## config.mk

```make
export PLATFORM = sky130hd
export DESIGN_NAME = liu_serial_control_port
export DESIGN_NICKNAME = d
export VERILOG_FILES = /design/src/core/liu_serial_control_port.v /design/src/core/liu_serial_shifter.v
export VERILOG_INCLUDE_DIRS = /design/src /design/src/core
export SDC_FILE = /design/constraint.sdc
export NUM_CORES = 1
export LEC_CHECK = 0
export BUFFER_PORTS_ARGS = -buffer_cell sky130_fd_sc_hd__buf_2
export CORE_MARGIN = 1
export CORE_UTILIZATION = 60
export CTS_CLUSTER_DIAMETER = 200
export DETAILED_ROUTE_END_ITERATION = 12
export GPL_TIMING_DRIVEN = 0
export PLACE_DENSITY = 0.81
export SETUP_SLACK_MARGIN = 0.05
export SYNTH_ARGS = -nofsm -noshare
export SYNTH_HDL_FRONTEND = slang
export SYNTH_SLANG_ARGS = --single-unit
```

## constraint.sdc

```tcl
create_clock -name clock -period 4 [get_ports clock]
set_input_delay 0.4 -clock clock [delete_from_list [all_inputs] [get_ports clock]]
set_output_delay 0.4 -clock clock [all_outputs]
set_load 0.05 [all_outputs]
```

## src/core/liu_serial_map.vh

```
// register offsets, field positions, reset values and timing counts for the liu serial port
`ifndef LIU_SERIAL_MAP_VH
`define LIU_SERIAL_MAP_VH
`define ADDR_SERIAL_COMMAND 9'h022
`define ADDR_SERIAL_DATA 9'h023
`define ADDR_SERIAL_DONE_STATUS 9'h024
`define ADDR_SERIAL_INTERRUPT_SETUP 9'h025
`define CMD_RW_BIT 7
`define CMD_SELECT_BIT 6
`define DONE_BIT 0
`define IRQ_EN_BIT 0
`define RESET_BYTE 8'h00
`define FRAME_BITS 5'h10
`define CMD_BITS 5'h08
`define HALF_PERIOD_NS 40
`define CLOCK_NS 10
`define HALF_PERIOD_CYC (`HALF_PERIOD_NS / `CLOCK_NS)
`endif

```

## src/core/liu_serial_control_port.v

```verilog
// host-facing registers and line interface unit serial control port
// What this block does
// - each operation reads or writes exactly one 8-bit remote register
// - two chip select outputs for two remote units, one chosen per frame by a command bit
// - every transaction is sixteen serial clocks, command then data
// - write shifts out command register then data register
// - command register holds remote address and a read/write bit
// - read sends command byte only, captures eight bits into data
// - writing the command register starts a transaction; load data first
// - write data follows the command byte with no idle clocks
// - read data is sampled on the eight clocks after the command
// - completion sets done status; enable gates it onto shared interrupt
`timescale 1ns/10ps
`default_nettype none
`include "liu_serial_map.vh"
module liu_serial_control_port (
	input wire clock, // 100 MHz system clock
	input wire rst_n, // synchronous reset, active low
	input wire [8:0] reg_addr, // host register address
	input wire [7:0] reg_wdata, // host write data
	input wire reg_wr, // one-cycle write strobe
	input wire reg_rd, // one-cycle read strobe
	output reg [7:0] reg_rdata_ff, // read data, valid cycle after reg_rd
	input wire serial_in_pin, // serial data from remote unit
	output reg serial_out_pin, // serial data to remote unit
	output reg serial_clock_out, // generated serial clock
	output reg serial_select_first_n, // first chip select, active low
	output reg serial_select_second_n, // second chip select, active low
	output reg shared_interrupt_n, // interrupt level, low while asserted
	output reg shared_interrupt_oe_n // open-drain enable, low while driving
);
	// one-hot register selects produced by the address decoder
	localparam [3:0] SEL_COMMAND = 4'h1;
	localparam [3:0] SEL_DATA = 4'h2;
	localparam [3:0] SEL_STATUS = 4'h4;
	localparam [3:0] SEL_SETUP = 4'h8;
	// one-hot host sequencer states
	localparam [3:0] ST_IDLE = 4'h1; // no transaction pending
	localparam [3:0] ST_LAUNCH = 4'h2; // start pulse to the shifter
	localparam [3:0] ST_SHIFT = 4'h4; // frame on the link
	localparam [3:0] ST_STORE = 4'h8; // read byte just stored
	reg [7:0] serial_command_ff;
	reg [7:0] serial_data_ff;
	reg done_ff;
	reg irq_en_ff;
	reg [3:0] state_ff;
	reg [3:0] nxt_state;
	reg sdi_meta_ff;
	reg sdi_sync_ff;
	wire sck, sdo, cs1_n, cs2_n, busy, xfer_done;
	wire [7:0] rdata;
	wire irq;
	wire [3:0] sel;
	wire pending;
	wire host_wr_ok;
	wire start;
	// address decode, shared by the write, clear and read paths
	function [3:0] reg_select;
		input [8:0] addr;
		begin
			if (addr == `ADDR_SERIAL_COMMAND) begin
				reg_select = SEL_COMMAND;
			end else if (addr == `ADDR_SERIAL_DATA) begin
				reg_select = SEL_DATA;
			end else if (addr == `ADDR_SERIAL_DONE_STATUS) begin
				reg_select = SEL_STATUS;
			end else if (addr == `ADDR_SERIAL_INTERRUPT_SETUP) begin
				reg_select = SEL_SETUP;
			end else begin
				reg_select = 4'h0;
			end
		end
	endfunction
	assign sel = reg_select(reg_addr);
	// busy as the host sees it: from the command write until the read byte is stored,
	// so a poll straight after the command never reports a stale idle;
	// the shifter's own busy is kept in as a guard
	assign pending = busy | (state_ff != ST_IDLE);
	// writes that could disturb a frame are dropped while one is pending
	assign host_wr_ok = reg_wr && !pending;
	// the shifter registers this pulse, so its pins still come from flops
	assign start = (state_ff == ST_LAUNCH);
	// two-flop synchroniser on the serial input pin
	// its two cycles of latency sit well inside the four-cycle low phase of the serial clock
	always @(posedge clock) begin
		if (!rst_n) begin
			sdi_meta_ff <= 1'b0;
			sdi_sync_ff <= 1'b0;
		end else begin
			sdi_meta_ff <= serial_in_pin;
			sdi_sync_ff <= sdi_meta_ff;
		end
	end
	// host sequencer next state
	always @* begin
		nxt_state = state_ff;
		case (state_ff)
			ST_IDLE: begin
				if (host_wr_ok && sel == SEL_COMMAND) begin
					nxt_state = ST_LAUNCH;
				end
			end
			ST_LAUNCH: begin
				nxt_state = ST_SHIFT;
			end
			ST_SHIFT: begin
				if (xfer_done) begin
					nxt_state = ST_STORE;
				end
			end
			ST_STORE: begin
				nxt_state = ST_IDLE;
			end
			default: begin
				nxt_state = ST_IDLE;
			end
		endcase
	end
	// sequencer state register; an illegal code falls back to idle
	always @(posedge clock) begin
		if (!rst_n) begin
			state_ff <= ST_IDLE;
		end else begin
			state_ff <= nxt_state;
		end
	end
	// host register writes; command and data are frozen while a frame is pending,
	// which also keeps a late data write from racing the captured read byte
	always @(posedge clock) begin
		if (!rst_n) begin
			serial_command_ff <= `RESET_BYTE;
			serial_data_ff <= `RESET_BYTE;
			irq_en_ff <= 1'b0;
		end else begin
			if (xfer_done && serial_command_ff[`CMD_RW_BIT]) begin
				serial_data_ff <= rdata;
			end else if (host_wr_ok && sel == SEL_DATA) begin
				serial_data_ff <= reg_wdata;
			end
			if (host_wr_ok && sel == SEL_COMMAND) begin
				serial_command_ff <= reg_wdata;
			end
			if (host_wr_ok && sel == SEL_SETUP) begin
				irq_en_ff <= reg_wdata[`IRQ_EN_BIT];
			end
		end
	end
	// done status: set on completion, cleared by writing one; set wins a tie
	always @(posedge clock) begin
		if (!rst_n) begin
			done_ff <= 1'b0;
		end else begin
			if (xfer_done) begin
				done_ff <= 1'b1;
			end else if (reg_wr && sel == SEL_STATUS && reg_wdata[`DONE_BIT]) begin
				done_ff <= 1'b0;
			end
		end
	end
	// host register reads, registered; unmapped addresses read zero
	always @(posedge clock) begin
		if (!rst_n) begin
			reg_rdata_ff <= `RESET_BYTE;
		end else if (reg_rd) begin
			if (sel == SEL_COMMAND) begin
				reg_rdata_ff <= serial_command_ff;
			end else if (sel == SEL_DATA) begin
				reg_rdata_ff <= serial_data_ff;
			end else if (sel == SEL_STATUS) begin
				reg_rdata_ff <= {6'h00, pending, done_ff};
			end else if (sel == SEL_SETUP) begin
				reg_rdata_ff <= {7'h00, irq_en_ff};
			end else begin
				reg_rdata_ff <= `RESET_BYTE;
			end
		end
	end
	// gate onto interrupt
	// level request; it stays up until the host clears done or drops the enable
	assign irq = done_ff & irq_en_ff;
	// pin outputs retimed so each comes straight from a flop
	always @(posedge clock) begin
		if (!rst_n) begin
			serial_out_pin <= 1'b0;
			serial_clock_out <= 1'b0;
			serial_select_first_n <= 1'b1;
			serial_select_second_n <= 1'b1;
			shared_interrupt_n <= 1'b1;
			shared_interrupt_oe_n <= 1'b1;
		end else begin
			serial_out_pin <= sdo;
			serial_clock_out <= sck;
			serial_select_first_n <= cs1_n;
			serial_select_second_n <= cs2_n;
			shared_interrupt_n <= ~irq;
			shared_interrupt_oe_n <= ~irq;
		end
	end
	liu_serial_shifter u_shifter (
		.clock(clock),
		.rst_n(rst_n),
		.start(start),
		.is_read(serial_command_ff[`CMD_RW_BIT]),
		.second_sel(serial_command_ff[`CMD_SELECT_BIT]),
		.word({serial_command_ff, serial_data_ff}),
		.sdi_sync(sdi_sync_ff),
		.sck_ff(sck),
		.sdo_ff(sdo),
		.cs1_n_ff(cs1_n),
		.cs2_n_ff(cs2_n),
		.busy_ff(busy),
		.done_ff(xfer_done),
		.rdata_ff(rdata)
	);
endmodule // liu_serial_control_port
`default_nettype wire

```

## src/core/liu_serial_shifter.v

```verilog
// serial shift engine: clock divider, chip selects and 16-bit frame
`timescale 1ns/10ps
`default_nettype none
`include "liu_serial_map.vh"
module liu_serial_shifter (
	input wire clock, // system clock
	input wire rst_n, // synchronous reset, active low
	input wire start, // one-cycle start pulse
	input wire is_read, // transaction is a read
	input wire second_sel, // use second chip select
	input wire [15:0] word, // command byte then data byte
	input wire sdi_sync, // synchronised serial input
	output reg sck_ff, // serial clock out
	output reg sdo_ff, // serial data out
	output reg cs1_n_ff, // first chip select, active low
	output reg cs2_n_ff, // second chip select, active low
	output reg busy_ff, // frame in progress
	output reg done_ff, // one-cycle end of frame
	output reg [7:0] rdata_ff // captured read byte
);
	reg [15:0] shift_ff;
	reg [4:0] bit_ff;
	reg [7:0] div_ff;
	reg rd_ff;
	wire tick;
	assign tick = (div_ff == (`HALF_PERIOD_CYC - 1));
	// divider runs only inside a frame so each frame starts on a clean low phase
	always @(posedge clock) begin
		if (!rst_n) begin
			div_ff <= 8'h00;
			sck_ff <= 1'b0;
			sdo_ff <= 1'b0;
			cs1_n_ff <= 1'b1;
			cs2_n_ff <= 1'b1;
			busy_ff <= 1'b0;
			done_ff <= 1'b0;
			shift_ff <= 16'h0000;
			bit_ff <= 5'h00;
			rd_ff <= 1'b0;
			rdata_ff <= `RESET_BYTE;
		end else begin
			done_ff <= 1'b0;
			if (!busy_ff) begin
				if (start) begin
					busy_ff <= 1'b1;
					shift_ff <= word;
					rd_ff <= is_read;
					bit_ff <= 5'h00;
					div_ff <= 8'h00;
					cs1_n_ff <= second_sel;
					cs2_n_ff <= ~second_sel;
					sdo_ff <= word[15];
				end
			end else if (tick) begin
				div_ff <= 8'h00;
				sck_ff <= ~sck_ff;
				if (sck_ff) begin
					// falling edge: advance to next bit
					// sixteen clocks
					if (bit_ff == (`FRAME_BITS - 5'h01)) begin
						busy_ff <= 1'b0;
						done_ff <= 1'b1;
						cs1_n_ff <= 1'b1;
						cs2_n_ff <= 1'b1;
						sdo_ff <= 1'b0;
					end else begin
						bit_ff <= bit_ff + 5'h01;
						shift_ff <= {shift_ff[14:0], 1'b0};
						sdo_ff <= (rd_ff && bit_ff >= (`CMD_BITS - 5'h01)) ? 1'b0 : shift_ff[14];
					end
				end else if (rd_ff && bit_ff >= `CMD_BITS) begin
					rdata_ff <= {rdata_ff[6:0], sdi_sync};
				end
			end else begin
				div_ff <= div_ff + 8'h01;
			end
		end
	end
endmodule // liu_serial_shifter
`default_nettype wire

```

==> flow_summary.ini <==
[global_route]
antenna_found_initial = 0
grt_pass1_wl_mm = 14.3
first_global_vias = 3007
grt_util_all_layers = 0.301
overflow = 0
grt_max_degree = 16

[synth]
yosysUniqueCellTypes = 53
async_flop_share = 0
yosysMostFrequentCell = dfxtp_1
synth_area_leaders = dfxtp_1 (45%), mux2i_1 (6.8%), nand2_1 (5.1%)
ys.warnings.count = 0
synth_commonest_cells = dfxtp_1 (80), nand2_1 (48), nor3_1 (28)
synth_top_area_frac = 0.451
ys_seq_area_frac = 0.451
syn_nets = 434
ys_ff_latch = 80
synth_area_mm2 = 0.00355
synth_ff_type = dfxtp_1
synth_top_cell_by_area = dfxtp_1
syn_avg_cell_area_um2 = 8.70
netlist_instances = 408
synth_edf_count = 0

[status]
status = finished clean

[drt]
wl_met3_um = 488
wl_per_cell_um = 16.5
top_layer_used = met4
drtAntennaViolNets = 0
dr_wl_met2_mm = 4.23
wl_mm = 8.75
drcViolationCount = 0
dr.pass1.iters = 7
drt_iter0_drc = 217
via_count = 3259
wl_met1_mm = 3.86
viasPerCell = 6.15

[final_layout]
syn2layout_area_growth_pct = 13.1
drive_above_1_share = 0.142
seq_area_mm2 = 0.00160
n_antenna_cell = 0
utilization = 0.716
nets = 479
multiInputGateArea_mm2 = 0.00178
fillers = 466

[floorplan]
dieArea_mm2 = 0.00623
start_util = 0.633
core_region_area_mm2 = 0.00561
row_count = 27
io-pin-count = 36
die_y_um = 78.9
die_w_um = 78.9

[pwr]
max-vdd-ir-drop_v = 0.000275
switching_share = 0.248
power.switching_uw = 367
p_int_mw = 1.11
p_comb_frac = 0.047
power_density_mw_per_mm2 = 369
clkPwrFrac = 0.412
seqPwrFrac = 0.541
leakagePower_nw = 1.35
fin_total_pwr_mw = 1.48

[clock_tree]
holdBufCountCts = 0
cts_tree = built
numCtsBuffers = 9
clkTransAtPathRegs_ns = 0.08
ctsLongestPathBuffers = 2
cts_setup_buffers = 0
cts-htree-levels = 3
cts.sinks = 80
postCtsResizedCells = 0
cts-root-buf = clkbuf_8
clock_latency_ns = 0.36

[placed_design]
gp_congestion = 0.910
hpwl_mm = 6.29
place_ws_ns = 1.50
io_buffer_count = 34

[setup_path]
crit_start = u_shifter.bit_ff[1]
startpoint_type = register
r2r_start = u_shifter.bit_ff[1]
crit_type = reg2reg
critPathMaxFanout = 10
worstSetupEndpointType = register
arrival_ns = 2.54
crit_required_ns = 4.22

[min_path]
hold_start = serial_in_pin
hold_path_class = in2reg

[timing]
hold_violations = 0
setup_ws_ns = 1.67
max_freq_mhz = 430
setup_tns_ns = 0
finalCriticalPeriod_ns = 2.33
setup_viol = 0
hold_slack_ns = 0.256
tightest_slew_ns = 0.891
fin_crit_sh = 0.582
slew_headroom = 0.398
worst_clock_skew_ns = 0.00788
rsz0062_at_grt = no
drv_slew = 0

[job]
drv_cap = 0
-- power groups by stage --
stage	registers [mW]	clock network (mW)	logic, mW
finish	0.801	0.610	0.0690
global placement	0.820	0	0.0663
CTS	0.801	0.611	0.0677
floorplan	0.830	0	0.0271
global route	0.802	0.649	0.0741
detailed placement	0.820	0	0.0668
-- per-layer routing --
metal  track usage  vias up
met5             0        -
met4         0.136        0
met3        0.0460       17
met2         0.510      136
met1         0.376     1540
li1              -     1566
-- area by class of cell --
| type | instances | share of cell area |
|---|---|---|
| multi-input cells | 289 | 0.444 |
| inverters | 12 | 0.0112 |
| plain buffers | 27 | 0.0299 |
| flip-flops and latches | 80 | 0.399 |
| clock buffers | 9 | 0.0309 |
| clock inverters | 7 | 0.0200 |
| repair buffers | 34 | 0.0424 |
| well taps | 72 | 0.0225 |
-- logic make-up (layout without fill, tap and decap cells) --
kind of cell,Yosys count,count (layout),share of synthesized area
xor gates and xnor gates,2,2,0.00494
buffers and inverters,39,89,0.0465
muxes,24,24,0.0677
adders and majority gates,4,4,0.0141
and+or+nand+nor,165,165,0.243
DFF,80,80,0.451
AOI/OAI and AO/OA,94,94,0.172
-- worst paths after layout --
check / depth (start not counted) / end / slack (ns)
worst max register to register: 8 / u_shifter.shift_ff[6] / 1.67
worst min register to register: 1 / shared_interrupt_oe_n / 0.43
worst min-delay path: 2 / sdi_meta_ff / 0.26
worst max-delay path: 8 / u_shifter.shift_ff[6] / 1.67
-- critical path: stages (launching register included) --
cell and delay [ns]:
dfxtp_1 0.36, ha_1 0.23, and3_1 0.19, ha_1 0.21
nand2b_1 0.23, or3_2 0.52, nand2_2 0.16, buf_4 0.20
a211oi_1 0.09
-- state kept, by name (all words and copies together) (netlist names), 4 cells and up --
register            cells
u_shifter.shift_ff     15
u_shifter.rdata_ff      8
serial_command_ff       8
state_ff                4
reg_rdata_ff            8
u_shifter.div_ff        8
u_shifter.bit_ff        5
serial_data_ff          8
-- placed cells by master (no fill, tap or decap), drive strengths merged, types with 6 or more instances in the layout --
master and instances:
dfxtp 80, nand2 49, buf 43, nor3 29, clkbuf 27, mux2i 24, o21ai 23, nor2 21
a21oi 21, nand3 19, a211oi 14, inv 13, a311oi 9, a31oi 9, nand2b 8, and2 6
nor4 6
-- stage by stage --
step | area (um2) | std cells
finish | 4010 | 530
global route | 4010 | 530
CTS | 4010 | 530
detailed placement | 3810 | 514
global placement | 3810 | 514
floorplan | 3550 | 408
No activity file was read; power rests on OpenSTA's default activity.
